<file path="src/pac_params.svh">
// Offsets, field positions, reset values and timing for the amplifier control block
`ifndef PAC_PARAMS_SVH
`define PAC_PARAMS_SVH
// Register indices; byte address is four times the index
`define PAC_IDX_CFG 12'h3aa
`define PAC_IDX_CTRL 12'h3b0
`define PAC_IDX_AUX 12'h3b1
`define PAC_IDX_BIAS 12'h3b2
`define PAC_IDX_DAC 12'h3b3
`define PAC_IDX_STAT 12'h3b4
// Config register fields
`define PAC_CFG_MODE_LSB 0
`define PAC_CFG_SRC_BIT 3
`define PAC_CFG_PWR_LSB 4
// Control register fields
`define PAC_CTRL_RDN_BIT 0
`define PAC_CTRL_AUTO_BIT 1
`define PAC_CTRL_RATE_LSB 4
// Aux power-down register fields
`define PAC_AUX_EXTEN_BIT 0
// Bias register fields
`define PAC_BIAS_CTRL_LSB 0
`define PAC_BIAS_BRIDGE_LSB 8
// Reset values
`define PAC_CFG_RST 8'hf0
`define PAC_CTRL_RST 8'h00
`define PAC_AUX_RST 8'h00
`define PAC_BIAS_RST 13'h0000
`define PAC_DAC_RST 5'h00
// Ramp step base time in tenths of a nanosecond, clock period likewise
`define PAC_STEP_BASE_TNS 24
`define PAC_CLK_PERIOD_TNS 1000
`endif

</file>
<file path="src/pac_pkg.sv">
// Types for the amplifier control block
package pac_pkg;
  typedef enum logic [1:0] {
    PAC_OFF = 2'b00,
    PAC_UP = 2'b01,
    PAC_ON = 2'b10,
    PAC_DOWN = 2'b11
  } pac_ramp_t;
  typedef enum logic [2:0] {
    PAC_PIN_UNUSED = 3'b000,
    PAC_PIN_SOURCE = 3'b001,
    PAC_PIN_SINK = 3'b010,
    PAC_PIN_SERVO_POS = 3'b011,
    PAC_PIN_SERVO_NEG = 3'b100,
    PAC_PIN_RESERVED = 3'b111
  } pac_pin_t;
endpackage

</file>
<file path="src/pac_ramp_timer.sv">
// Ramp step pacing: one tick each 2^rate x 2.4 ns of elapsed time for rate 6 and up, one tick per clock for rates 0 to 5
`timescale 1ns/1ns
`include "pac_params.svh"
module pac_ramp_timer (
  input wire logic clk,
  input wire logic rst,
  input wire logic run,
  input wire logic [3:0] rate,
  output logic tick
);
  logic [20:0] acc;
  logic [20:0] next_acc;
  logic next_tick;
  logic [20:0] step;

  always_comb begin
    step = 21'(`PAC_STEP_BASE_TNS) << rate;
    next_acc = acc;
    next_tick = 1'b0;
    if (!run) begin
      next_acc = 21'h0;
    end else if (acc >= step) begin
      // At most one code per clock; fast rates saturate here
      next_tick = 1'b1;
      next_acc = acc - step + 21'(`PAC_CLK_PERIOD_TNS);
      if (next_acc > 21'(`PAC_CLK_PERIOD_TNS) + step) begin
        next_acc = 21'(`PAC_CLK_PERIOD_TNS) + step;
      end
    end else begin
      next_acc = acc + 21'(`PAC_CLK_PERIOD_TNS);
    end
  end

  always_ff @(posedge clk) begin
    if (rst) begin
      acc <= 21'h0;
      tick <= 1'b0;
    end else begin
      acc <= next_acc;
      tick <= next_tick;
    end
  end
endmodule

</file>
<file path="src/pac_top.sv">
// Transmit amplifier ramp control and external amplifier interface
`timescale 1ns/1ns
`include "pac_params.svh"
module pac_top (
  input wire logic clk,
  input wire logic rst,
  input wire logic psel,
  input wire logic penable,
  input wire logic pwrite,
  input wire logic [13:0] paddr,
  input wire logic [31:0] pwdata,
  output logic [31:0] prdata,
  output logic pready,
  output logic pslverr,
  input wire logic tx_cmd,
  input wire logic tx_state,
  input wire logic packet_mode,
  input wire logic pkt_done,
  output logic [3:0] amp_level,
  output logic amp_on,
  output logic tx_go,
  output logic pkt_sent,
  output logic ext_en,
  output logic supply_close,
  output pac_pkg::pac_pin_t bias_pin_func,
  output logic bias_src_int,
  output logic [4:0] bias_dac,
  output logic [5:0] amp_bias_ctrl,
  output logic [4:0] bridge_bias
);
  ////////////////////////////////////////////////////////////////////////////////
  // Register state
  logic [7:0] cfg;
  logic [7:0] ctrl;
  logic [7:0] aux;
  logic [12:0] bias;
  logic [4:0] dac;
  logic [7:0] next_cfg;
  logic [7:0] next_ctrl;
  logic [7:0] next_aux;
  logic [12:0] next_bias;
  logic [4:0] next_dac;
  logic [31:0] next_prdata;
  logic next_pready;
  logic next_pslverr;
  logic wr_en;
  logic [11:0] idx;
  logic hit;
  logic [31:0] rd_val;

  ////////////////////////////////////////////////////////////////////////////////
  // Ramp state
  pac_pkg::pac_ramp_t rstate;
  pac_pkg::pac_ramp_t next_rstate;
  logic [3:0] next_amp_level;
  logic next_amp_on;
  logic next_tx_go;
  logic next_pkt_sent;
  logic sent_pend;
  logic next_sent_pend;
  logic tx_prev;
  logic tick;
  logic exit_ev;
  logic [3:0] code;

  ////////////////////////////////////////////////////////////////////////////////
  // External interface state
  logic next_ext_en;
  logic next_supply_close;
  pac_pkg::pac_pin_t next_bias_pin_func;
  logic next_bias_src_int;
  logic [4:0] next_bias_dac;

  function automatic logic [11:0] word_index(input logic [13:0] a);
    word_index = a[13:2];
  endfunction

  function automatic logic is_mapped(input logic [11:0] i);
    is_mapped = (i == `PAC_IDX_CFG) || (i == `PAC_IDX_CTRL) || (i == `PAC_IDX_AUX) ||
                (i == `PAC_IDX_BIAS) || (i == `PAC_IDX_DAC) || (i == `PAC_IDX_STAT);
  endfunction

  assign idx = word_index(paddr);
  assign hit = is_mapped(idx);
  assign wr_en = psel && penable && pready && pwrite && hit;
  assign code = cfg[`PAC_CFG_PWR_LSB +: 4];
  assign exit_ev = (!tx_state && tx_prev) || pkt_done;

  ////////////////////////////////////////////////////////////////////////////////
  // APB slave: no wait states, answer registered in the setup cycle
  always_comb begin
    rd_val = 32'h0;
    case (idx)
      `PAC_IDX_CFG: rd_val = {24'h0, cfg};
      `PAC_IDX_CTRL: rd_val = {24'h0, ctrl};
      `PAC_IDX_AUX: rd_val = {24'h0, aux};
      `PAC_IDX_BIAS: rd_val = {19'h0, bias};
      `PAC_IDX_DAC: rd_val = {27'h0, dac};
      `PAC_IDX_STAT: rd_val = {20'h0, amp_level, 1'b0, ext_en, sent_pend, tx_go,
                               amp_on, 1'b0, rstate};
      default: rd_val = 32'h0;
    endcase
    next_pready = psel && !penable && !pready;
    next_prdata = (psel && !penable && !pwrite) ? rd_val : prdata;
    next_pslverr = psel && !penable && !hit;
    next_cfg = cfg;
    next_ctrl = ctrl;
    next_aux = aux;
    next_bias = bias;
    next_dac = dac;
    if (wr_en) begin
      case (idx)
        `PAC_IDX_CFG: next_cfg = pwdata[7:0];
        `PAC_IDX_CTRL: next_ctrl = pwdata[7:0];
        `PAC_IDX_AUX: next_aux = pwdata[7:0];
        `PAC_IDX_BIAS: next_bias = pwdata[12:0];
        `PAC_IDX_DAC: next_dac = pwdata[4:0];
        default: next_cfg = cfg;
      endcase
    end
  end

  always_ff @(posedge clk) begin
    if (rst) begin
      cfg <= `PAC_CFG_RST;
      ctrl <= `PAC_CTRL_RST;
      aux <= `PAC_AUX_RST;
      bias <= `PAC_BIAS_RST;
      dac <= `PAC_DAC_RST;
      prdata <= 32'h0;
      pready <= 1'b0;
      pslverr <= 1'b0;
    end else begin
      cfg <= next_cfg;
      ctrl <= next_ctrl;
      aux <= next_aux;
      bias <= next_bias;
      dac <= next_dac;
      prdata <= next_prdata;
      pready <= next_pready;
      pslverr <= next_pslverr;
    end
  end

  ////////////////////////////////////////////////////////////////////////////////
  // Ramp pacing
  pac_ramp_timer u_timer (
    .clk(clk),
    .rst(rst),
    .run(rstate == pac_pkg::PAC_UP || rstate == pac_pkg::PAC_DOWN),
    .rate(ctrl[`PAC_CTRL_RATE_LSB +: 4]),
    .tick(tick)
  );

  ////////////////////////////////////////////////////////////////////////////////
  // Ramp controller; one code per tick gives a linear-in-dB profile
  always_comb begin
    next_rstate = rstate;
    next_amp_level = amp_level;
    next_amp_on = amp_on;
    next_tx_go = 1'b0;
    next_pkt_sent = 1'b0;
    next_sent_pend = sent_pend || (pkt_done && packet_mode);
    case (rstate)
      pac_pkg::PAC_OFF: begin
        next_amp_level = 4'h0;
        next_amp_on = 1'b0;
        if (sent_pend) begin
          next_pkt_sent = 1'b1;
          next_sent_pend = pkt_done && packet_mode;
        end else if (tx_state && !tx_prev) begin
          next_rstate = pac_pkg::PAC_UP;
          next_amp_on = 1'b1;
        end
      end
      pac_pkg::PAC_UP: begin
        if (exit_ev) begin
          next_rstate = pac_pkg::PAC_OFF;
        end else if (amp_level >= code) begin
          next_rstate = pac_pkg::PAC_ON;
          next_tx_go = 1'b1;
        end else if (tick) begin
          next_amp_level = amp_level + 4'h1;
        end
      end
      pac_pkg::PAC_ON: begin
        next_tx_go = 1'b1;
        next_amp_level = code;
        if (exit_ev) begin
          next_tx_go = 1'b0;
          if (ctrl[`PAC_CTRL_RDN_BIT]) begin
            next_rstate = pac_pkg::PAC_DOWN;
          end else begin
            next_rstate = pac_pkg::PAC_OFF;
            next_amp_level = 4'h0;
            next_amp_on = 1'b0;
          end
        end
      end
      pac_pkg::PAC_DOWN: begin
        if (amp_level == 4'h0) begin
          next_rstate = pac_pkg::PAC_OFF;
          next_amp_on = 1'b0;
        end else if (tick) begin
          next_amp_level = amp_level - 4'h1;
        end
      end
      default: begin
        next_rstate = pac_pkg::PAC_OFF;
      end
    endcase
    // Immediate cut leaves no level behind
    if (rstate == pac_pkg::PAC_UP && exit_ev) begin
      next_amp_level = 4'h0;
      next_amp_on = 1'b0;
    end
  end

  always_ff @(posedge clk) begin
    if (rst) begin
      rstate <= pac_pkg::PAC_OFF;
      amp_level <= 4'h0;
      amp_on <= 1'b0;
      tx_go <= 1'b0;
      pkt_sent <= 1'b0;
      sent_pend <= 1'b0;
      tx_prev <= 1'b0;
    end else begin
      rstate <= next_rstate;
      amp_level <= next_amp_level;
      amp_on <= next_amp_on;
      tx_go <= next_tx_go;
      pkt_sent <= next_pkt_sent;
      sent_pend <= next_sent_pend;
      tx_prev <= tx_state;
    end
  end

  ////////////////////////////////////////////////////////////////////////////////
  // External amplifier interface
  always_comb begin
    if (ctrl[`PAC_CTRL_AUTO_BIT]) begin
      next_ext_en = tx_cmd || tx_state;
    end else begin
      next_ext_en = aux[`PAC_AUX_EXTEN_BIT];
    end
    next_bias_src_int = cfg[`PAC_CFG_SRC_BIT];
    next_bias_dac = dac;
    next_supply_close = 1'b0;
    next_bias_pin_func = pac_pkg::PAC_PIN_UNUSED;
    if (next_ext_en) begin
      case (cfg[`PAC_CFG_MODE_LSB +: 3])
        3'h0: next_supply_close = 1'b1;
        3'h1: begin
          next_supply_close = 1'b1;
          next_bias_pin_func = pac_pkg::PAC_PIN_SOURCE;
        end
        3'h2: begin
          next_supply_close = 1'b1;
          next_bias_pin_func = pac_pkg::PAC_PIN_SINK;
        end
        3'h3: next_bias_pin_func = pac_pkg::PAC_PIN_SOURCE;
        3'h4: next_bias_pin_func = pac_pkg::PAC_PIN_SINK;
        3'h5: begin
          next_supply_close = 1'b1;
          next_bias_pin_func = pac_pkg::PAC_PIN_SERVO_POS;
        end
        3'h6: begin
          next_supply_close = 1'b1;
          next_bias_pin_func = pac_pkg::PAC_PIN_SERVO_NEG;
        end
        default: next_bias_pin_func = pac_pkg::PAC_PIN_RESERVED;
      endcase
    end
  end

  always_ff @(posedge clk) begin
    if (rst) begin
      ext_en <= 1'b0;
      supply_close <= 1'b0;
      bias_pin_func <= pac_pkg::PAC_PIN_UNUSED;
      bias_src_int <= 1'b0;
      bias_dac <= 5'h00;
      amp_bias_ctrl <= 6'h00;
      bridge_bias <= 5'h00;
    end else begin
      ext_en <= next_ext_en;
      supply_close <= next_supply_close;
      bias_pin_func <= next_bias_pin_func;
      bias_src_int <= next_bias_src_int;
      bias_dac <= next_bias_dac;
      amp_bias_ctrl <= bias[`PAC_BIAS_CTRL_LSB +: 6];
      bridge_bias <= bias[`PAC_BIAS_BRIDGE_LSB +: 5];
    end
  end

  ////////////////////////////////////////////////////////////////////////////////
  // Checks
  chk_ramp_start_min: assert property (@(posedge clk) disable iff (rst)
    (rstate == pac_pkg::PAC_OFF && !sent_pend && tx_state && !tx_prev)
      |=> (rstate == pac_pkg::PAC_UP && amp_level == 4'h0))
    else $error("ramp did not start from minimum");
  chk_go_after_ramp: assert property (@(posedge clk) disable iff (rst)
    $rose(tx_go) |-> $past(rstate) == pac_pkg::PAC_UP && amp_level == code)
    else $error("packet released before ramp done");
  chk_cut_at_once: assert property (@(posedge clk) disable iff (rst)
    (rstate == pac_pkg::PAC_ON && exit_ev && !ctrl[`PAC_CTRL_RDN_BIT])
      |=> (!amp_on && amp_level == 4'h0 && !tx_go))
    else $error("amplifier not cut on exit");
  chk_ramp_down_path: assert property (@(posedge clk) disable iff (rst)
    (rstate == pac_pkg::PAC_ON && exit_ev && ctrl[`PAC_CTRL_RDN_BIT])
      |=> (rstate == pac_pkg::PAC_DOWN && amp_on))
    else $error("ramp down not entered");
  chk_level_step_one: assert property (@(posedge clk) disable iff (rst)
    (rstate == pac_pkg::PAC_UP && $past(rstate) == pac_pkg::PAC_UP)
      |-> (amp_level - $past(amp_level)) <= 4'h1)
    else $error("ramp step larger than one code");
  chk_step_pace: assert property (@(posedge clk) disable iff (rst)
    (rstate == pac_pkg::PAC_UP && !exit_ev && !tick && amp_level < code)
      |=> $stable(amp_level))
    else $error("level moved without a step tick");
  chk_host_enable: assert property (@(posedge clk) disable iff (rst)
    !ctrl[`PAC_CTRL_AUTO_BIT] |=> ext_en == $past(aux[`PAC_AUX_EXTEN_BIT]))
    else $error("external enable not under host control");
  chk_auto_enable: assert property (@(posedge clk) disable iff (rst)
    (ctrl[`PAC_CTRL_AUTO_BIT] && tx_state) |=> ext_en)
    else $error("external enable missing in transmit");
  chk_switch_open: assert property (@(posedge clk) disable iff (rst)
    !ext_en |-> (!supply_close && bias_pin_func == pac_pkg::PAC_PIN_UNUSED))
    else $error("switch closed while disabled");
  chk_modes_open: assert property (@(posedge clk) disable iff (rst)
    (ext_en && $past(cfg[2:0]) inside {3'h3, 3'h4} && $stable(cfg)) |-> !supply_close)
    else $error("switch closed in open mode");
  chk_sent_after_off: assert property (@(posedge clk) disable iff (rst)
    pkt_sent |-> (!amp_on && $past(rstate) == pac_pkg::PAC_OFF))
    else $error("packet sent raised with amplifier on");
  cov_ramp_up: cover property (@(posedge clk) disable iff (rst) $rose(tx_go));
  cov_ramp_down: cover property (@(posedge clk) disable iff (rst)
    rstate == pac_pkg::PAC_DOWN ##1 rstate == pac_pkg::PAC_OFF);
  cov_sent: cover property (@(posedge clk) disable iff (rst) pkt_sent);
  cov_servo: cover property (@(posedge clk) disable iff (rst)
    bias_pin_func == pac_pkg::PAC_PIN_SERVO_NEG);
endmodule

</file>
<file path="config.mk">
export PLATFORM = sky130hd
export DESIGN_NAME = pac_top
export DESIGN_NICKNAME = d
export VERILOG_FILES = /design/src/pac_pkg.sv /design/src/pac_ramp_timer.sv /design/src/pac_top.sv
export VERILOG_INCLUDE_DIRS = /design/src /design/src/src
export SDC_FILE = /design/constraint.sdc
export NUM_CORES = 1
export LEC_CHECK = 0
export ABC_CLOCK_PERIOD_IN_PS = 7000
export BUFFER_PORTS_ARGS = -buffer_cell sky130_fd_sc_hd__buf_2
export CORE_ASPECT_RATIO = 1.4
export CORE_MARGIN = 2
export CORE_UTILIZATION = 45
export CTS_CLUSTER_DIAMETER = 50
export DETAILED_ROUTE_END_ITERATION = 10
export PLACE_DENSITY = 0.66
export SLEW_MARGIN = 20
export SYNTH_ARGS = -nofsm -noshare
export SYNTH_HDL_FRONTEND = slang
export SYNTH_HIERARCHICAL = 1
export SYNTH_SLANG_ARGS = --single-unit
</file>
<file path="constraint.sdc">
create_clock -name clk -period 7 [get_ports clk]
set_clock_uncertainty 0.1 [all_clocks]
set_input_delay 0.35 -clock clk [delete_from_list [all_inputs] [get_ports clk]]
set_output_delay 0.35 -clock clk [all_outputs]
set_load 0.03 [all_outputs]
</file>
==> results.json <==
{
  "p_leak_nw": 3.73,
  "netlist_instances": 913,
  "drt_iter0_drc": 305,
  "ir_drop_mv": 0.256,
  "final_hold_viol_count": 0,
  "wl_per_cell_um": 17.8,
  "worst-endpoint-arrival_ps": 6310,
  "cts_sinks": 110,
  "drt_wl_total_mm": 21.0,
  "cts_hold_buf": 0,
  "core-area_um2": 16600,
  "drive_above_1_share_pct": 13.7,
  "grt_overflow_total": 0,
  "dieArea_um2": 17900,
  "syn2layout_area_growth_pct": 10.1,
  "clkSlewWorstSetupHoldPaths_ps": 80,
  "gr-usage-met2_pct": 43.3,
  "dp_slack_ps": 960,
  "fillers": 1622,
  "holdPathStages": 3,
  "cts_tree": "built",
  "cp-start-kind": "flip-flop",
  "hpwlAfterDp_mm": 16.2,
  "ioPinCount": 118,
  "busiest_layer": "met2",
  "dpl_cell_area_um2": 8050,
  "utilization_pct": 50.3,
  "antenna_found_initial": 0,
  "track_usage_pct": 23.5,
  "finalWeightedCongestion": 0.898,
  "synth_top_cell_area_share_pct": 29.0,
  "cts_root_buffer": "clkbuf_16",
  "yosys_warnings": 6,
  "cp_max_fo": 18,
  "synth_ff_type": "dfxtp_1",
  "drv_cap": 0,
  "clock_path_buffers": 2,
  "tightest_slew_ps": 1100,
  "diodes": 0,
  "cp.required_ps": 7150,
  "dieWidth_um": 114,
  "grt_max_degree": 66,
  "io_buffers": 77,
  "ys_seq_area_share_pct": 29.0,
  "drtAntennaViolNets": 0,
  "syn-cell-area_um2": 7590,
  "rsz0062_at_grt": "false",
  "setup_slack_ps": 840,
  "period_minus_slack_ps": 6160,
  "fmax_mhz": 162,
  "met1_usage_pct": 25.9,
  "grt_pass1_wl_mm": 33.1,
  "h-tree-depth": 3,
  "post_cts_resized": 0,
  "die_h_um": 158,
  "worstSetupPathType": "reg -> reg",
  "layout.nets": 1109,
  "maxSlewHeadroom_pct": 26.5,
  "start_util_pct": 45.7,
  "slew_viol_final": 0,
  "end_kind": "flip-flop",
  "drc": 0,
  "design_area_um2": 8350,
  "p_per_area_nw_per_um2": 312,
  "synth_cell_types": 83,
  "outcome": "complete, no violations",
  "ys_seq_elements": 110,
  "avgViaCountPerCell": 5.79,
  "placementRows": 56,
  "async_flop_share_pct": 0,
  "tns_ps": 0,
  "use_met3_pct": 2.83,
  "synth-edff-count": 0,
  "cts_buffers": 9,
  "post_cts_buffers": 0,
  "period_share_pct": 88.0,
  "finalPower_mw": 2.60,
  "finalSetupViolCount": 0,
  "synth_area_leaders": "dfxtp_1 (29%), ha_1 (13%), nand2_1 (5.5%)",
  "vias": 6840,
  "insertion_delay_ps": 360,
  "hp-class": "in -> reg",
  "avgSynthCellArea_um2": 8.31,
  "worst-r2r-cell-count": 23,
  "grt_pass1_vias": 6583,
  "synth_area_leader_cell": "dfxtp_1",
  "firstDrtPassIters": 5
}
==> through the flow <==
stage	hold slack [ps]	instances
finish	124	1181
global route	128	1181
CTS	120	1181
detailed placement	338	1165
global placement	329	1165
floorplan	328	931
==> kinds of logic (layout without fill, tap and decap cells) <==
logic type / after synthesis / in the layout / share of synthesized area (%)
and+or+nand+nor: 316 / 316 / 21.3
AOI/OAI and AO/OA: 225 / 225 / 20.4
buffers and inverters: 123 / 170 / 7.67
DFF: 110 / 110 / 29.0
adders and majority gates: 81 / 81 / 13.9
xor gates and xnor gates: 33 / 33 / 3.81
muxes: 23 / 23 / 3.88
other: 2 / 20 / 0.0990
==> cells in the final DEF, fill, tap and decap left out, drive strengths merged, types with 14 or more instances in the layout <==
master / synthesis / routed
nand3: 38 / 38
mux2i: 17 / 17
o211ai: 15 / 15
conb: 2 / 20
dfxtp: 110 / 110
buf: 34 / 88
nor2: 43 / 43
a21oi: 62 / 62
nor3: 14 / 14
o21ai: 43 / 43
xnor2: 22 / 22
inv: 66 / 71
nor2b: 31 / 31
nand2: 111 / 111
ha: 76 / 76
==> path summary, 6_finish.rpt <==
path | end | start | slack (ps)
max | u_timer/acc[19] | ctrl[5] | 840
max reg2reg | u_timer/acc[19] | ctrl[5] | 840
min | sent_pend | packet_mode | 120
min reg2reg | aux[4] | aux[4] | 350
==> registers in the layout, indices dropped and copies added (netlist names), 2 cells and up <==
| register | count |
|---|---|
| ctrl | 8 |
| dac | 5 |
| amp_bias_ctrl | 6 |
| amp_level | 4 |
| cfg | 8 |
| bridge_bias | 5 |
| bias_dac | 5 |
| u_timer/acc | 19 |
| aux | 8 |
| bias_pin_func | 3 |
| rstate | 2 |
| prdata | 13 |
| bias | 13 |
==> synth_stat cells, drive strengths merged (6+ instances only) <==
cell type / number
a31oi: 7
xor2: 11
mux2i: 17
nor3: 14
nand4: 11
a22oi: 10
ha: 76
o2bb2ai: 6
clkbuf: 23
or2: 8
o211ai: 15
nor2b: 31
nand2b: 12
a21oi: 62
and3: 11
o21ai: 43
buf: 34
xnor2: 22
a21o: 9
o21a: 12
and2: 7
or3: 12
a211oi: 10
dfxtp: 110
nand2: 111
nand3: 38
nor2: 43
inv: 66
==> where the power goes <==
part	switching, mW	internal [mW]
Clock	0.280	0.259
Sequential	0.0213	0.646
Combinational	0.893	0.506
==> critical path, cell delays in order (launching register included) <==
cell       delay [ps]
dfxtp_1           330
buf_4             220
ha_1              290
mux2i_1           180
or2_2             350
inv_1             100
ha_1              160
inv_1              40
ha_1              350
a41o_1            290
a2111oi_4         340
o2111ai_2         220
a31o_1            320
a21oi_1           150
o21bai_1           80
xor2_1            170
ha_1              320
and4_1            240
nand4_1           110
o21a_1            260
nor2_1            860
buf_4             270
o2111ai_1         120
o32ai_1           160
==> per-layer routing <==
metal,part of all wire [%],wire (um)
met1,39,8120
met3,4.3,898
met4,5.1,1070
met5,0,0
met2,52,10900
==> layout make-up <==
class	count	area [um^2]	area share, %
clock buffers	9	225	2.70
well taps	203	254	3.04
repair buffers	88	468	5.60
flip-flops and latches	110	2200	26.4
inverters	66	248	2.97
clock inverters	7	81.3	0.974
multi-input cells	698	4870	58.4
Power figures use the tool's default switching activity.
